<file path="src/pdt_params.svh">
`ifndef PDT_PARAMS_SVH
`define PDT_PARAMS_SVH

`define PDT_A_CTRL 8'h00
`define PDT_A_STAT 8'h04
`define PDT_A_STICKY 8'h08
`define PDT_A_CFG 8'h0C
`define PDT_A_AMASK 8'h10
`define PDT_A_CMASK 8'h14
`define PDT_A_POLY 8'h18
`define PDT_A_OSEL 8'h1C
`define PDT_A_REGS 8'h20
`define PDT_A_FIFO0 8'h40
`define PDT_A_FIFO1 8'h44
`define PDT_A_FSTAT 8'h48

`define PDT_CFG_MSB 0
`define PDT_CFG_CPAIR 3
`define PDT_CFG_CIN 5
`define PDT_CFG_TMUX 7
`define PDT_CFG_PRS 8
`define PDT_CFG_CHAIN 9
`define PDT_CFG_FDIR 10
`define PDT_CFG_DPCLK 12
`define PDT_CFG_SCCLK 14

`define PDT_CFG_RST 16'h5007
`define PDT_AMASK_RST 8'hFF
`define PDT_CMASK_RST 16'hFFFF
`define PDT_POLY_RST 8'hB8
`define PDT_FIFO_DEPTH 3'h4

`endif

</file>
<file path="src/pdt_pkg.sv">
package pdt_pkg;
  typedef enum logic [2:0] {
    OP_PASS, OP_ADD, OP_SUB, OP_INC, OP_SHL, OP_SHR, OP_CRC, OP_FIFO
  } pdt_op_t;
  typedef enum logic [1:0] {CLK_OFF, CLK_ON, CLK_ROUTED} pdt_clk_t;
endpackage

</file>
<file path="src/pdt_link_if.sv">
`timescale 1ns/10ps
`default_nettype none
interface pdt_link_if;
  logic [7:0] bus_addr;
  logic [31:0] bus_wdata;
  logic bus_wr;
  logic bus_rd;
  logic [31:0] bus_rdata;
  logic [5:0] route_in;
  logic [5:0] route_out;
  logic [7:0] ctl;
  logic [7:0] stat;
  logic tile_en;
  logic chn_ci;
  logic chn_si;
  logic [2:0] chn_cond_i;
  logic chn_co;
  logic chn_so;
  logic [2:0] chn_cond_o;
  modport tile(input bus_addr, bus_wdata, bus_wr, bus_rd, route_in, stat, tile_en, chn_ci,
    chn_si, chn_cond_i, output bus_rdata, route_out, ctl, chn_co, chn_so, chn_cond_o);
  modport host(output bus_addr, bus_wdata, bus_wr, bus_rd, route_in, stat, tile_en, chn_ci,
    chn_si, chn_cond_i, input bus_rdata, route_out, ctl, chn_co, chn_so, chn_cond_o);
endinterface
`default_nettype wire

</file>
<file path="src/pdt_tile.sv">
// Added by the designer: the placing of the registers and the strobed register port.
`timescale 1ns/10ps
`default_nettype none
`include "pdt_params.svh"
module pdt_tile
  import pdt_pkg::*;
(
  input wire logic ref_clk_i,
  input wire logic reset_i,
  pdt_link_if.tile lnk
);
  logic [7:0] ctrl_q, sticky_q, stat_q, amask_q, poly_q;
  logic [15:0] cfg_q, cmask_q;
  logic [23:0] osel_q;
  logic [31:0] rdata_q;
  logic [7:0] acc_q [2][2];
  logic [7:0] dat_q [2][2];
  logic set_q, cy_q, so_q, co_q;
  logic [5:0] rout_q;
  logic [2:0] chc_q;
  logic dp_en, sc_en, s, dst, f_k, sin, cin, fb, ov, co, so, ch, stat_rd, dp_fifo;
  logic [2:0] msb;
  logic [3:0] msb1;
  logic [7:0] wm, a, b, res, upd, clr;
  logic [8:0] sum;
  logic [15:0] cond;
  logic [7:0] cx [2];
  logic [7:0] cy [2];
  logic [1:0] ce, cl, zd, fd, f_push, f_pop, f_full, f_empty;
  logic [7:0] f_head [2];
  logic [7:0] f_wd [2];
  pdt_op_t op;

  function automatic logic clk_on(input logic [1:0] sel, input logic routed);
    case (sel)
      CLK_ON: return 1'b1;
      CLK_ROUTED: return routed;
      default: return 1'b0;
    endcase
  endfunction

  assign dp_en = clk_on(cfg_q[`PDT_CFG_DPCLK +: 2], lnk.tile_en);
  assign sc_en = clk_on(cfg_q[`PDT_CFG_SCCLK +: 2], lnk.tile_en);
  assign op = pdt_op_t'(lnk.route_in[2:0]);
  assign dst = lnk.route_in[4];
  assign f_k = lnk.route_in[5];
  assign s = cfg_q[`PDT_CFG_TMUX] & set_q;
  assign ch = cfg_q[`PDT_CFG_CHAIN];
  assign a = acc_q[s][dst];
  assign msb = cfg_q[`PDT_CFG_MSB +: 3];
  assign msb1 = {1'b0, msb} + 4'h1;
  assign wm = 8'hFF >> (3'h7 - msb);

  always_comb begin
    unique case (cfg_q[`PDT_CFG_CIN +: 2])
      2'h1: begin
        cin = cy_q;
        sin = so_q;
      end
      2'h2: begin
        cin = lnk.chn_ci;
        sin = lnk.chn_si;
      end
      default: begin
        cin = lnk.route_in[3];
        sin = lnk.route_in[3];
      end
    endcase
  end

  always_comb begin
    b = 8'h00;
    sum = 9'h000;
    res = a;
    co = cy_q;
    so = so_q;
    ov = 1'b0;
    fb = 1'b0;
    unique case (op)
      OP_PASS: ;
      OP_ADD, OP_SUB, OP_INC: begin
        b = (op == OP_ADD) ? dat_q[s][0] : (op == OP_SUB) ? ~dat_q[s][0] : 8'h00;
        b = b & wm;
        sum = {1'b0, a & wm} + {1'b0, b} + {8'h00, (op == OP_ADD) ? cin : 1'b1};
        res = sum[7:0];
        co = sum[msb1];
        ov = (a[msb] == b[msb]) && (sum[msb] != a[msb]);
      end
      OP_SHL: begin
        res = {a[6:0], sin};
        so = a[msb];
      end
      OP_SHR: begin
        res = (a >> 1) | ({7'h00, sin} << msb);
        so = a[0];
      end
      OP_CRC: begin
        fb = a[msb] ^ (sin & ~cfg_q[`PDT_CFG_PRS]);
        res = {a[6:0], 1'b0} ^ (fb ? poly_q : 8'h00);
        so = fb;
      end
      OP_FIFO: begin
        if (!cfg_q[`PDT_CFG_FDIR + f_k] && !f_empty[f_k]) begin
          res = f_head[f_k];
        end
      end
    endcase
    upd = (res & wm & amask_q) | (a & ~(wm & amask_q));
  end

  always_comb begin
    unique case (cfg_q[`PDT_CFG_CPAIR +: 2])
      2'h0: begin
        cx[0] = acc_q[s][0];
        cy[0] = dat_q[s][0];
        cx[1] = acc_q[s][1];
        cy[1] = dat_q[s][1];
      end
      2'h1: begin
        cx[0] = acc_q[s][0];
        cy[0] = acc_q[s][1];
        cx[1] = dat_q[s][0];
        cy[1] = dat_q[s][1];
      end
      default: begin
        cx[0] = acc_q[s][0];
        cy[0] = dat_q[s][1];
        cx[1] = acc_q[s][1];
        cy[1] = dat_q[s][0];
      end
    endcase
    for (int i = 0; i < 2; i++) begin
      ce[i] = ((cx[i] ^ cy[i]) & cmask_q[i*8 +: 8]) == 8'h00;
      cl[i] = (cx[i] & cmask_q[i*8 +: 8]) < (cy[i] & cmask_q[i*8 +: 8]);
      zd[i] = (acc_q[s][i] & wm) == 8'h00;
      fd[i] = (acc_q[s][i] | ~wm) == 8'hFF;
    end
  end

  always_comb begin
    cond = {s, f_full[1], f_empty[1], f_full[0], f_empty[0], so, co, ov,
      fd[1], fd[0] & (~ch | lnk.chn_cond_i[2]), zd[1], zd[0] & (~ch | lnk.chn_cond_i[1]),
      cl[1], cl[0], ce[1], ce[0] & (~ch | lnk.chn_cond_i[0])};
  end

  for (genvar g = 0; g < 6; g++) begin : g_rout
    always_ff @(posedge ref_clk_i) begin
      if (reset_i) begin
        rout_q[g] <= 1'b0;
      end else if (dp_en) begin
        rout_q[g] <= cond[osel_q[g*4 +: 4]];
      end
    end
  end
  assign lnk.route_out = rout_q;

  always_ff @(posedge ref_clk_i) begin
    if (reset_i) begin
      chc_q <= 3'h0;
      co_q <= 1'b0;
    end else if (dp_en) begin
      chc_q <= {cond[6], cond[4], cond[0]};
      co_q <= co;
    end
  end
  assign lnk.chn_cond_o = chc_q;
  assign lnk.chn_co = co_q;
  assign lnk.chn_so = so_q;

  always_ff @(posedge ref_clk_i) begin
    if (reset_i) begin
      acc_q <= '{default: 8'h00};
      dat_q <= '{default: 8'h00};
      set_q <= 1'b0;
      cy_q <= 1'b0;
      so_q <= 1'b0;
    end else begin
      if (dp_en) begin
        set_q <= cfg_q[`PDT_CFG_TMUX] ? ~set_q : 1'b0;
        if (op != OP_PASS) begin
          acc_q[s][dst] <= upd;
        end
        cy_q <= co;
        so_q <= so;
      end
      // Bus writes win over the datapath so firmware preloads are never lost.
      if (lnk.bus_wr && lnk.bus_addr[7:5] == `PDT_A_REGS >> 5) begin
        if (lnk.bus_addr[3]) begin
          acc_q[lnk.bus_addr[4]][lnk.bus_addr[2]] <= lnk.bus_wdata[7:0];
        end else begin
          dat_q[lnk.bus_addr[4]][lnk.bus_addr[2]] <= lnk.bus_wdata[7:0];
        end
      end
    end
  end

  assign dp_fifo = dp_en && op == OP_FIFO;
  for (genvar i = 0; i < 2; i++) begin : g_fifo
    logic [7:0] mem [4];
    logic [1:0] wp, rp;
    logic [2:0] cnt;
    logic dout, hit;
    assign dout = cfg_q[`PDT_CFG_FDIR + i];
    assign hit = lnk.bus_addr == (i ? `PDT_A_FIFO1 : `PDT_A_FIFO0);
    assign f_push[i] = dout ? dp_fifo && f_k == i : lnk.bus_wr && hit;
    assign f_pop[i] = dout ? lnk.bus_rd && hit : dp_fifo && f_k == i;
    assign f_wd[i] = dout ? a : lnk.bus_wdata[7:0];
    assign f_full[i] = cnt == `PDT_FIFO_DEPTH;
    assign f_empty[i] = cnt == 3'h0;
    assign f_head[i] = mem[rp];
    always_ff @(posedge ref_clk_i) begin
      if (reset_i) begin
        mem <= '{default: 8'h00};
        wp <= 2'h0;
        rp <= 2'h0;
        cnt <= 3'h0;
      end else begin
        if (f_push[i] && !f_full[i]) begin
          mem[wp] <= f_wd[i];
          wp <= wp + 2'h1;
        end
        if (f_pop[i] && !f_empty[i]) begin
          rp <= rp + 2'h1;
        end
        cnt <= cnt + {2'h0, f_push[i] && !f_full[i]} - {2'h0, f_pop[i] && !f_empty[i]};
      end
    end
  end

  always_ff @(posedge ref_clk_i) begin
    if (reset_i) begin
      ctrl_q <= 8'h00;
      sticky_q <= 8'h00;
      cfg_q <= `PDT_CFG_RST;
      amask_q <= `PDT_AMASK_RST;
      cmask_q <= `PDT_CMASK_RST;
      poly_q <= `PDT_POLY_RST;
      osel_q <= 24'h00_0000;
    end else if (lnk.bus_wr) begin
      case (lnk.bus_addr)
        `PDT_A_CTRL: ctrl_q <= lnk.bus_wdata[7:0];
        `PDT_A_STICKY: sticky_q <= lnk.bus_wdata[7:0];
        `PDT_A_CFG: cfg_q <= lnk.bus_wdata[15:0];
        `PDT_A_AMASK: amask_q <= lnk.bus_wdata[7:0];
        `PDT_A_CMASK: cmask_q <= lnk.bus_wdata[15:0];
        `PDT_A_POLY: poly_q <= lnk.bus_wdata[7:0];
        `PDT_A_OSEL: osel_q <= lnk.bus_wdata[23:0];
        default: ;
      endcase
    end
  end
  assign lnk.ctl = ctrl_q;

  assign stat_rd = lnk.bus_rd && lnk.bus_addr == `PDT_A_STAT;
  assign clr = {8{stat_rd}} & sticky_q;
  always_ff @(posedge ref_clk_i) begin
    if (reset_i) begin
      stat_q <= 8'h00;
    end else begin
      stat_q <= (sc_en ? lnk.stat : 8'h00) | (stat_q & ~clr & (sc_en ? sticky_q : 8'hFF));
    end
  end

  always_ff @(posedge ref_clk_i) begin
    if (reset_i) begin
      rdata_q <= 32'h0000_0000;
    end else if (lnk.bus_rd) begin
      rdata_q <= 32'h0000_0000;
      case (lnk.bus_addr)
        `PDT_A_CTRL: rdata_q[7:0] <= ctrl_q;
        `PDT_A_STAT: rdata_q[7:0] <= stat_q;
        `PDT_A_STICKY: rdata_q[7:0] <= sticky_q;
        `PDT_A_CFG: rdata_q[15:0] <= cfg_q;
        `PDT_A_AMASK: rdata_q[7:0] <= amask_q;
        `PDT_A_CMASK: rdata_q[15:0] <= cmask_q;
        `PDT_A_POLY: rdata_q[7:0] <= poly_q;
        `PDT_A_OSEL: rdata_q[23:0] <= osel_q;
        `PDT_A_FIFO0: rdata_q[7:0] <= f_head[0];
        `PDT_A_FIFO1: rdata_q[7:0] <= f_head[1];
        `PDT_A_FSTAT: rdata_q[3:0] <= {f_full[1], f_empty[1], f_full[0], f_empty[0]};
        default: begin
          if (lnk.bus_addr[7:5] == `PDT_A_REGS >> 5 && lnk.bus_addr[1:0] == 2'h0) begin
            rdata_q[7:0] <= lnk.bus_addr[3] ? acc_q[lnk.bus_addr[4]][lnk.bus_addr[2]] :
              dat_q[lnk.bus_addr[4]][lnk.bus_addr[2]];
          end
        end
      endcase
    end
  end
  assign lnk.bus_rdata = rdata_q;
endmodule
`default_nettype wire

</file>
<file path="src/flat_wrapper.sv">
// flat-port wrapper written by rule: the top's interface ports become plain ports
module pdt_tile_flat import pdt_pkg::*;
  (ref_clk_i, reset_i, lnk_bus_addr, lnk_bus_wdata, lnk_bus_wr, lnk_bus_rd, lnk_route_in, lnk_stat, lnk_tile_en, lnk_chn_ci, lnk_chn_si, lnk_chn_cond_i, lnk_bus_rdata, lnk_route_out, lnk_ctl, lnk_chn_co, lnk_chn_so, lnk_chn_cond_o);
  pdt_link_if lnk_i ();
  input wire logic ref_clk_i;
  input wire logic reset_i;
  input wire logic [$bits(lnk_i.bus_addr)-1:0] lnk_bus_addr;
  input wire logic [$bits(lnk_i.bus_wdata)-1:0] lnk_bus_wdata;
  input wire logic [$bits(lnk_i.bus_wr)-1:0] lnk_bus_wr;
  input wire logic [$bits(lnk_i.bus_rd)-1:0] lnk_bus_rd;
  input wire logic [$bits(lnk_i.route_in)-1:0] lnk_route_in;
  input wire logic [$bits(lnk_i.stat)-1:0] lnk_stat;
  input wire logic [$bits(lnk_i.tile_en)-1:0] lnk_tile_en;
  input wire logic [$bits(lnk_i.chn_ci)-1:0] lnk_chn_ci;
  input wire logic [$bits(lnk_i.chn_si)-1:0] lnk_chn_si;
  input wire logic [$bits(lnk_i.chn_cond_i)-1:0] lnk_chn_cond_i;
  output wire logic [$bits(lnk_i.bus_rdata)-1:0] lnk_bus_rdata;
  output wire logic [$bits(lnk_i.route_out)-1:0] lnk_route_out;
  output wire logic [$bits(lnk_i.ctl)-1:0] lnk_ctl;
  output wire logic [$bits(lnk_i.chn_co)-1:0] lnk_chn_co;
  output wire logic [$bits(lnk_i.chn_so)-1:0] lnk_chn_so;
  output wire logic [$bits(lnk_i.chn_cond_o)-1:0] lnk_chn_cond_o;
  assign lnk_i.bus_addr = lnk_bus_addr;
  assign lnk_i.bus_wdata = lnk_bus_wdata;
  assign lnk_i.bus_wr = lnk_bus_wr;
  assign lnk_i.bus_rd = lnk_bus_rd;
  assign lnk_i.route_in = lnk_route_in;
  assign lnk_i.stat = lnk_stat;
  assign lnk_i.tile_en = lnk_tile_en;
  assign lnk_i.chn_ci = lnk_chn_ci;
  assign lnk_i.chn_si = lnk_chn_si;
  assign lnk_i.chn_cond_i = lnk_chn_cond_i;
  assign lnk_bus_rdata = lnk_i.bus_rdata;
  assign lnk_route_out = lnk_i.route_out;
  assign lnk_ctl = lnk_i.ctl;
  assign lnk_chn_co = lnk_i.chn_co;
  assign lnk_chn_so = lnk_i.chn_so;
  assign lnk_chn_cond_o = lnk_i.chn_cond_o;
  pdt_tile u_core (.ref_clk_i(ref_clk_i), .reset_i(reset_i), .lnk(lnk_i));
endmodule
</file>
<file path="config.mk">
export PLATFORM = sky130hd
export DESIGN_NAME = pdt_tile_flat
export DESIGN_NICKNAME = d
export VERILOG_FILES = /design/src/pdt_pkg.sv /design/src/pdt_link_if.sv /design/src/pdt_tile.sv /design/src/flat_wrapper.sv
export VERILOG_INCLUDE_DIRS = /design/src /design/src/src
export SDC_FILE = /design/constraint.sdc
export NUM_CORES = 1
export LEC_CHECK = 0
export ABC_CLOCK_PERIOD_IN_PS = 10920
export BUFFER_PORTS_ARGS = -buffer_cell sky130_fd_sc_hd__buf_2
export CAP_MARGIN = 20
export CORE_MARGIN = 1.5
export CORE_UTILIZATION = 45
export CTS_BUF_LIST = sky130_fd_sc_hd__clkbuf_8 sky130_fd_sc_hd__clkbuf_16
export DETAILED_ROUTE_END_ITERATION = 16
export PLACE_DENSITY = 0.6
export SYNTH_ARGS = -nofsm -noshare
export SYNTH_HDL_FRONTEND = slang
export SYNTH_SLANG_ARGS = --single-unit
</file>
<file path="constraint.sdc">
create_clock -name ref_clk_i -period 10.92 [get_ports ref_clk_i]
set_clock_uncertainty 0.1 [all_clocks]
set_input_delay 2.184 -clock ref_clk_i [delete_from_list [all_inputs] [get_ports ref_clk_i]]
set_output_delay 2.184 -clock ref_clk_i [all_outputs]
set_load 0.01 [all_outputs]
</file>
# After elaboration in Yosys (flattened, before gate mapping)

Cells that the tools add are included.

Register bits: 274
Output and inout port bits: 51
Logic and storage cells: 320

Add/subtract/negate cells: 13
Magnitude comparators: 28
Eq/ne operators: 31
Shift operators: 2
Muxes and demuxes: 106
Bitwise logic cells: 52
Reductions and logical operators: 47

Operators with widths:

| kind                | count |
|---|---|
| $mux 8              | 32 |
| $mux 16             | 14 |
| $bwmux 32           | 5 |
| $mux 32             | 5 |
| $and 8x8->8         | 17 |
| $pmux 4 s11         | 2 |
| $logic_not 8->1     | 5 |
| $pmux 8 s5          | 1 |
| $lt 4x5->1 const B  | 7 |
| $bmux 1 s4          | 8 |
| $bmux 8 s2          | 2 |
| $demux 16 s1        | 2 |
| $demux 8 s2         | 2 |
| $eq 8x5->1 const B  | 4 |
| $lt 32x5->1 const B | 1 |
| $not 8->8           | 4 |
| $or 8x8->8          | 4 |
| $pmux 16 s2         | 1 |
| $eq 8x7->1 const B  | 3 |
| $pmux 8 s3          | 1 |
| $xor 8x8->8         | 3 |
| $logic_and 1x1->1   | 22 |
| $mux 1              | 21 |
| $eq 3x3->1 const B  | 6 |
| 44 further kinds    | 107 |

# Depth between registers and ports, before layout

Gate-level depths: netlist of run 1.

Word-level depth: 24
Mapped depth: 19
Mapped depth without buffers: 16

# Least setup slack after synthesis of run 1

OpenSTA, ideal clock, no wires.

Path type: in2reg
Start point: in lnk_route_in[4]
End point: reg u_core.rout_q[0], in the netlist u_core.lnk.route_out[0]
Arrival time: 6.055 ns
Required time: 10.760 ns
Setup slack: 4.705 ns
Stages: 15
Cell sequence: buf_1 -> clkbuf_1 -> mux4_2 -> clkbuf_1 -> and2_1 -> ha_1 -> and3_1 -> a2111oi_0 -> xnor2_1 -> nor2_1 -> or4_1 -> o221ai_1 -> a311oi_1 -> a211oi_1 -> a311o_1

Cells in the longest elaborated chain, start to end: 14

RTL lines:

| what                                         | RTL line           | text |
|---|---|---|
| start, declared                              | flat_wrapper.sv:11 | `input wire logic [$bits(lnk_i.route_in)-1:0] lnk_route_in;` |
| $not 1->2 (implied by the code) *            | pdt_tile.sv:49     | `assign a = acc_q[s][dst];` |
| $mux 8 (implied by the code) * (3 in series) | pdt_tile.sv:49     |  |
| $and 8x8->8                                  | pdt_tile.sv:84     | `sum = {1'b0, a & wm} + {1'b0, b} + {8'h00, (op == OP_ADD) ? cin : 1'b1};` |
| $add 8x8->9                                  | pdt_tile.sv:84     |  |
| $add 9x1->9                                  | pdt_tile.sv:84     |  |
| $bmux 1 s3                                   | pdt_tile.sv:87     | `ov = (a[msb] == b[msb]) && (sum[msb] != a[msb]);` |
| $mux 1 (implied by the code)                 | pdt_tile.sv:87     |  |
| $ne 1x1->1                                   | pdt_tile.sv:87     |  |
| $logic_and 1x1->1                            | pdt_tile.sv:87     |  |
| $mux 1                                       | pdt_tile.sv:79     | `unique case (op)` |
| $bmux 1 s4 *                                 | pdt_tile.sv:151    | `rout_q[g] <= cond[osel_q[g*4 +: 4]];` |
| $mux 1 (implied by the code) *               | pdt_tile.sv:151    |  |
| end signal, assigned by index                | pdt_tile.sv:151    |  |
| end, declared                                | pdt_tile.sv:19     | `logic [5:0] rout_q;` |

Every way passes the cells marked *; elsewhere a longest branch is shown, timed or not. The select of a mux whose other input is x is not followed.
A chain may end at the register's enable or synchronous reset.

# Final worst setup path of run 1

Start point: in lnk_route_in[2]
End point: reg u_core.rout_q[1], in the netlist u_core.lnk.route_out[1]

Cells in the longest elaborated chain, start to end: 13

RTL lines:

| what                           | RTL line                       | text |
|---|---|---|
| $eq 3x2->1                     | pdt_tile.sv:79, pdt_tile.sv:82 |  |
| $mux 8 (2 in series)           | pdt_tile.sv:82                 | `b = (op == OP_ADD) ? dat_q[s][0] : (op == OP_SUB) ? ~dat_q[s][0] : 8'h00;` |
| $and 8x8->8                    | pdt_tile.sv:83                 | `b = b & wm;` |
| $add 8x8->9                    | pdt_tile.sv:84                 |  |
| $add 9x1->9                    | pdt_tile.sv:84                 |  |
| $bmux 1 s3                     | pdt_tile.sv:87                 |  |
| $mux 1 (implied by the code)   | pdt_tile.sv:87                 |  |
| $ne 1x1->1                     | pdt_tile.sv:87                 |  |
| $logic_and 1x1->1              | pdt_tile.sv:87                 |  |
| $mux 1                         | pdt_tile.sv:79                 |  |
| $bmux 1 s4 *                   | pdt_tile.sv:151                |  |
| $mux 1 (implied by the code) * | pdt_tile.sv:151                |  |

Marked as above.

==> flow_summary.yaml, run 1 <==
place:
  place_area_mm2: 0.01774
  gp_congestion: 0.9671
  numPortBuffers: 98
  dpl.hpwl_mm: 45.77
  post-place-ws_ps: 3603
  dp_cells: 2536
setup_path:
  crit_fanout: 19
  crit_chain: "buf_2 -> nor3b_2 -> or3b_2 -> a21oi_1 -> ha_1 -> and3_1 -> a2111oi_0 -> xnor2_1 -> a21oi_1 -> o21ai_0 -> and4_1 -> o211ai_1 -> a211oi_1 -> a311o_1"
  cp.arrival_ps: 6970
  crit_buf_inv: 1
  crit_family: "compound AO/OA/AOI/OAI gates"
  worstSetupStartpointType: "input pin"
  cp_data_required_time_ps: 11320
  cpPeakStageDelay_ps: 720
  critical-path-slowest-cell: "a2111oi_0"
  crit_top_cell: "a21oi_1"
  worst-setup-path-type: "in -> reg"
  crit_path_end_kind: "flip-flop"
synth:
  synth-edff-count: 0
  yosysTopAreaCellShare_pct: 32.00
  synthArstFlopShare_pct: 0
  synthTopCellsByArea: "dfxtp_1, mux4_2, nand2_1"
  yosys_warnings: 0
  yosys.cell_count.top_type: "nand2_1"
  ys_types: 74
  seq_area_frac_synth_pct: 32.00
  syn_area_mm2: 0.01714
  synth_common_cells: "nand2_1, dfxtp_1, nor2_1, clkbuf_1, mux2i_1"
  synthCells: 2082
  synth-seq-cells: 274
  synth_top_area_cell: "dfxtp_1"
  syn_avg_cell_area_um2: 8.233
  synth_flop_cell: "dfxtp_1"
clocking:
  cts_sinks: 274
  htreeDepth: 2
  clockBufferDepth: 3
  cts_root_buf: "clkbuf_16"
  cts_setup_buffers: 0
  clk_pin_slew_ps: 60
  cts_buffers: 35
  cts-resized-gates: 0
  insertion_delay_ps: 560
  postCtsHoldBufs: 0
  cts_tree: "yes"
drt:
  firstDrtPassIters: 9
  antenna_left: 0
  drc: 0
  routed_wirelength_mm: 64.31
  drt_iter0_markers: 1848
  vias: 16630
  vias_per_cell: 6.402
  wl_per_cell_um: 24.75
flow_run:
  drv_cap: 0
floorplanning:
  start_util_pct: 45.61
  die_height_um: 198.2
  core-area_mm2: 0.03758
  num_io_pins: 115
  die_area_mm2: 0.03927
  rows: 71
  fp.dieW_um: 198.2
power_and_ir_drop:
  vdd_drop_max_v: 0.0001138
  internal_power_mw: 1.777
  power_density_mw_per_mm2: 130.9
  p_sw_share_pct: 27.97
  power.share.clock_pct: 45.5
  power_frac_seq_pct: 41.9
  combPwrFrac_pct: 12.6
  leakagePower_nw: 6.812
  p_switching_mw: 0.6900
global_routing:
  grt_usage_pct: 32.67
  first_global_vias: 15360
  grt-ovfl-total: 0
  grt_first_pass_wirelength_mm: 96.49
  grt_max_degree: 85
  antenna_found_initial: 0
cells_and_area:
  regArea_mm2: 0.005485
  final_util_pct: 50.16
  num-fill-cells: 3647
  multi_input_area_mm2: 0.01077
  n_antenna_cell: 0
  synthToLayoutAreaGrowth_pct: 9.971
  stdcell_count: 2598
  fin_area_mm2: 0.01885
  fin_nets: 2176
  layout-drive-gt1-share_pct: 13.46
hold_path:
  min_path_type: "reg -> reg"
timing:
  slew_headroom_pct: 22.76
  tightest_slew_ps: 1154
  finalSetupTns_ps: 0
  fmax_ghz: 0.1522
  hold_viol: 0
  timing.final.crit_share_pct: 60.17
  report.final.slew_viol_count: 0
  min_period_ps: 6570
  setup_slack_ps: 4350
  setup_viol: 0
  rsz0062_at_grt: "no"
outcome:
  status: "complete, no violations"
[layout by cell type (no fill, tap or decap), types with 9 or more instances in the layout]
cell type and count:
nand3b_1 14, nand4_1 28, a22oi_1 21, a21oi_1 108, a221oi_1 19, nor3_1 22, mux2i_1 110, o211ai_1 25
and2_1 22, or2_2 11, ha_1 43, xor2_1 12, and3_1 19, buf_2 98, nand3_1 100, clkbuf_16 35
mux4_2 64, nor2b_1 13, a21o_1 9, dfxtp_1 274, a211oi_1 91, a311oi_1 27, nor2_1 245, nand2_1 326
a22o_1 16, inv_1 47, xnor2_1 28, o221ai_1 10, buf_4 29, o21ai_0 47, a222oi_1 15
[through the flow]
step	hold WS [ps]	total power, mW
6_report	355.4	2.467
5_1_grt	378.4	2.538
4_1_cts	356.8	2.475
3_5_place_dp	348.5	1.357
3_3_place_gp	346.0	1.353
2_1_floorplan	348.9	1.243
[tightest hold or removal path, cell delays in order (launching register included)]
cell and delay, ps:
dfxtp_1 310, nand2_1 50, a21oi_1 50
[registers in the layout, indices dropped and copies added, names as in the netlist, 6 cells and up]
register / count
u_core.cfg_q: 16
u_core.g_fifo.cnt: 6
u_core.dat_q: 32
u_core.cmask_q: 16
u_core.amask_q: 8
u_core.sticky_q: 8
u_core.lnk.route_out: 6
u_core.acc_q: 32
u_core.lnk.bus_rdata: 24
u_core.g_fifo.mem: 64
u_core.lnk.ctl: 8
u_core.osel_q: 24
u_core.poly_q: 8
u_core.stat_q: 8
[power groups by stage]
stage	Clock (mW)	Combinational (mW)	Sequential, mW
2_1_floorplan	0	0.193	1.05
3_3_place_gp	0	0.300	1.05
3_5_place_dp	0	0.303	1.05
4_1_cts	1.14	0.304	1.03
5_1_grt	1.18	0.328	1.03
6_report	1.12	0.310	1.03
[routing by layer]
layer	GRT usage, %	part of all wire [%]	wire, um
met1	44.60	42	27060
met2	50.21	44	28410
met3	5.621	9.2	5939
met4	15.07	4.5	2905
met5	0	0	0
[final timing paths]
check	slack, ps	from	endpoint	cells past startpoint
max reg2reg	4370	u_core.cfg_q[7]	u_core.lnk.route_out[1]	16
min	360	u_core.lnk.chn_cond_o[0]	u_core.lnk.chn_cond_o[0]	2
max	4350	lnk_route_in[2]	u_core.lnk.route_out[1]	14
min reg2reg	360	u_core.lnk.chn_cond_o[0]	u_core.lnk.chn_cond_o[0]	2
[layout make-up]
cell class / count / area share [%]
clock inverters: 21 / 0.9160
repair buffers: 128 / 3.817
clock buffers: 38 / 4.866
well taps: 511 / 3.392
inverters: 40 / 0.7965
multi-input cells: 1586 / 57.11
flip-flops and latches: 274 / 29.10
[cells by family after synthesis]
family                     share of synthesized area, %
and+or+nand+nor                                   22.08
AOI/OAI and AO/OA                                 19.64
DFF                                               32.00
buffers and inverters                             5.365
muxes                                             15.24
adders and majority gates                         3.606
xor gates and xnor gates                          2.044
other                                           0.02188
No activity file was read; power rests on OpenSTA's default activity.
==> run 2, diff against run 1 <==
--- a/config.mk
+++ b/config.mk
@@ -6,14 +6,15 @@
 export SDC_FILE = /design/constraint.sdc
 export NUM_CORES = 1
 export LEC_CHECK = 0
-export ABC_CLOCK_PERIOD_IN_PS = 10920
+export ABC_AREA = 1
+export ABC_CLOCK_PERIOD_IN_PS = 5600
 export BUFFER_PORTS_ARGS = -buffer_cell sky130_fd_sc_hd__buf_2
 export CAP_MARGIN = 20
 export CORE_MARGIN = 1.5
 export CORE_UTILIZATION = 45
 export CTS_BUF_LIST = sky130_fd_sc_hd__clkbuf_8 sky130_fd_sc_hd__clkbuf_16
 export DETAILED_ROUTE_END_ITERATION = 16
-export PLACE_DENSITY = 0.6
+export PLACE_DENSITY = 0.63
 export SYNTH_ARGS = -nofsm -noshare
 export SYNTH_HDL_FRONTEND = slang
 export SYNTH_SLANG_ARGS = --single-unit
==> constraint.sdc (replaced) <==
create_clock -name ref_clk_i -period 5.6 [get_ports ref_clk_i]
set_clock_uncertainty 0.1 [all_clocks]
set_input_delay 1.12 -clock ref_clk_i [delete_from_list [all_inputs] [get_ports ref_clk_i]]
set_output_delay 1.12 -clock ref_clk_i [all_outputs]
set_load 0.01 [all_outputs]
==> flow_summary.yaml, run 2 <==
floorplanning:
  die_height_um: 195.8
  start_util_pct: 45.67
  die_area_mm2: 0.03832
  fp.dieW_um: 195.8
  rows: 70
  num_io_pins: 115
  core-area_mm2: 0.03661
drt:
  wl_per_cell_um: 22.03
  drt_iter0_markers: 1930
  drc: 0
  vias_per_cell: 5.969
  firstDrtPassIters: 6
  routed_wirelength_mm: 69.75
  vias: 18900
  antenna_left: 0
timing:
  min_period_ps: 4469
  setup_viol: 0
  finalSetupTns_ps: 0
  timing.final.crit_share_pct: 79.81
  slew_headroom_pct: 29.63
  hold_viol: 0
  fmax_ghz: 0.2238
  report.final.slew_viol_count: 0
  hold_slack_ps: 346.0
  tightest_slew_ps: 1047
  rsz0062_at_grt: "no"
setup_path:
  r2r_start: "u_core.cfg_q[5]"
  cp.arrival_ps: 4870
  worstSetupStartpointType: "input pin"
  crit_top_cell: "nand2_1"
  crit_path_end: "u_core.lnk.route_out[4]"
  worst-setup-path-type: "in -> reg"
  crit_chain: "buf_2 -> inv_1 -> nand3_1 -> a21oi_1 -> fa_1 -> inv_1 -> fa_1 -> nand3_1 -> nand3_1 -> nand2_1 -> nand3_1 -> nand2_1 -> inv_1 -> a21oi_1 -> nand2_1 -> nand2_1 -> inv_1 -> nand2_1 -> nand3_1 -> nand2_1 -> nand2_1 -> nand3_1 -> nand2_1 -> a21oi_1"
  crit_buf_inv: 5
  crit_fanout: 9
  cp-startpoint: "lnk_route_in[2]"
  crit_cells: 24
  worstRegToRegCells: 25
  crit_family: "simple AND/OR/NAND/NOR gates"
  crit_path_end_kind: "flip-flop"
  cp_data_required_time_ps: 6000
  critical-path-slowest-cell: "fa_1"
  cpPeakStageDelay_ps: 470
  rrSetupSlack_ps: 1190
  r2r-end: "u_core.lnk.route_out[4]"
synth:
  synthTopCellsByArea: "dfxtp_1, nand2_1, a21oi_1"
  synthCells: 2637
  yosys_warnings: 0
  synth-seq-cells: 274
  syn_area_mm2: 0.01672
  seq_area_frac_synth_pct: 32.80
  synthArstFlopShare_pct: 0
  synth_common_cells: "nand2_1, a21oi_1, o21ai_0, inv_1, dfxtp_1"
  yosysTopAreaCellShare_pct: 32.80
  synth_flop_cell: "dfxtp_1"
  syn_avg_cell_area_um2: 6.341
  synth_top_area_cell: "dfxtp_1"
  yosys.cell_count.top_type: "nand2_1"
  ys_types: 50
  synth-edff-count: 0
cells_and_area:
  n_antenna_cell: 0
  synthToLayoutAreaGrowth_pct: 10.66
  biggestRegsByFlops: "u_core.g_fifo.mem: 64 flops, u_core.acc_q: 32 flops, u_core.dat_q: 32 flops"
  final_cell_mix: "nand2_1, a21oi_1, inv_1"
  largest_register: "u_core.g_fifo.mem"
  final_util_pct: 50.54
  fin_area_mm2: 0.01850
  layout-drive-gt1-share_pct: 7.858
  fin_nets: 2785
  largest_reg_flops: 64
  layout_commonest_cell: "nand2_1"
power_and_ir_drop:
  p_switching_mw: 1.422
  power.share.clock_pct: 42.7
  leakagePower_nw: 8.192
  power_density_mw_per_mm2: 259.2
  internal_power_mw: 3.373
  p_sw_share_pct: 29.65
  power_mw: 4.795
  vdd_drop_max_v: 0.0002255
  power_frac_seq_pct: 42.0
  combPwrFrac_pct: 15.3
clocking:
  insertion_delay_ps: 580
  cts_root_buf: "clkbuf_16"
  clockBufferDepth: 3
  cts_sinks: 274
  clk_pin_slew_ps: 60
  cts_tree: "yes"
  cts-resized-gates: 0
  cts_setup_buffers: 0
  htreeDepth: 1
  cts_buffers: 30
  postCtsHoldBufs: 0
global_routing:
  first_global_vias: 17140
  antenna_found_initial: 1
  grt_max_degree: 113
  grt_usage_pct: 35.61
  grt_first_pass_wirelength_mm: 104.4
  grt-ovfl-total: 0
place:
  numPortBuffers: 98
  gp_congestion: 1.028
  dpl.hpwl_mm: 51.52
  place_area_mm2: 0.01749
hold_path:
  min_path_type: "reg -> reg"
outcome:
  status: "complete, no violations"
flow_run:
  drv_cap: 0
[run 2: cell types whose count changed in the layout (fill, tap and decap cells not counted), moves of 28 or more]
cell,delta
a211oi_1,-86
a21oi_1,+226
inv_1,+258
mux2i_1,-110
mux4_2,-64
nand2_1,+234
nand3_1,+126
nor2_1,-45
o21ai_0,+257
o22ai_1,+28
[run 2: metal layers]
| layer | GRT usage, % | up-vias | part of all wire (%) |
|---|---|---|---|
| met1 | 48.24 | 8837 | 42 |
| met2 | 57.10 | 939 | 44 |
| met5 | 0 | - | 0.016 |
| li1 | - | 8949 | - |
| met4 | 14.50 | 2 | 4.2 |
| met3 | 4.985 | 170 | 9.5 |
[run 2: power by group through the flow]
stage | registers (mW) | clock network [mW] | logic (mW)
6_report | 2.02 | 2.05 | 0.732
5_1_grt | 2.02 | 2.14 | 0.797
4_1_cts | 2.02 | 2.06 | 0.711
3_5_place_dp | 2.06 | 0 | 0.708
3_3_place_gp | 2.06 | 0 | 0.699
2_1_floorplan | 2.06 | 0 | 0.431
[run 2: cells by family (layout without fill, tap and decap cells)]
group	count (synthesis)	count (layout)	synth area share, %
AOI/OAI and AO/OA	794	794	26.00
xor gates and xnor gates	3	3	0.1572
adders and majority gates	47	47	3.697
buffers and inverters	447	501	10.48
DFF	274	274	32.80
other	1	8	0.02243
and+or+nand+nor	1071	1071	26.84
[run 2: worst register-to-register path, stage by stage, from the launching register on]
cell and delay (ps):
dfxtp_1 430, inv_1 130, ha_1 320, inv_1 50, or2_2 280, a21oi_1 280
fa_1 260, inv_1 90, fa_1 470, nand3_1 130, nand3_1 100, nand2_1 120
nand3_1 80, nand2_1 70, inv_1 40, a21oi_1 160, nand2_1 70, nand2_1 100
inv_1 50, nand2_1 50, nand3_1 440, nand2_1 200, nand2_1 70, nand3_1 70
nand2_1 60, a21oi_1 130
[run 2: worst min-delay path by stage]
stage / startpoint / end / cells after the start
final: u_core.g_fifo[0].mem[12] / u_core.g_fifo[0].mem[12] / 2
after detailed placement: u_core.g_fifo[0].mem[12] / u_core.g_fifo[0].mem[12] / 2
after global routing: u_core.g_fifo[1].mem[27] / u_core.g_fifo[1].mem[27] / 2
after global placement: u_core.g_fifo[0].mem[28] / u_core.g_fifo[0].mem[28] / 2
after CTS: u_core.g_fifo[0].mem[12] / u_core.g_fifo[0].mem[12] / 2
after floorplan: u_core.g_fifo[1].mem[27] / u_core.g_fifo[1].mem[27] / 2
[run 2: final cells by class]
class | count | area, um^2
Inverter | 320 | 1204
Multi-Input combinational cell | 1923 | 9513
Fill cell | 3867 | 18110
Tap cell | 468 | 585.6
Clock buffer | 38 | 872.1
Clock inverter | 18 | 140.1
Sequential cell | 274 | 5485
Timing Repair Buffer | 125 | 703.2
[run 2: stage by stage]
stage | worst slack, ps | std cells
CTS | 1221 | 3166
detailed placement | 636.3 | 3110
finish | 1131 | 3166
global placement | 674.4 | 3109
global route | 815.1 | 3166
floorplan | 1760 | 2644
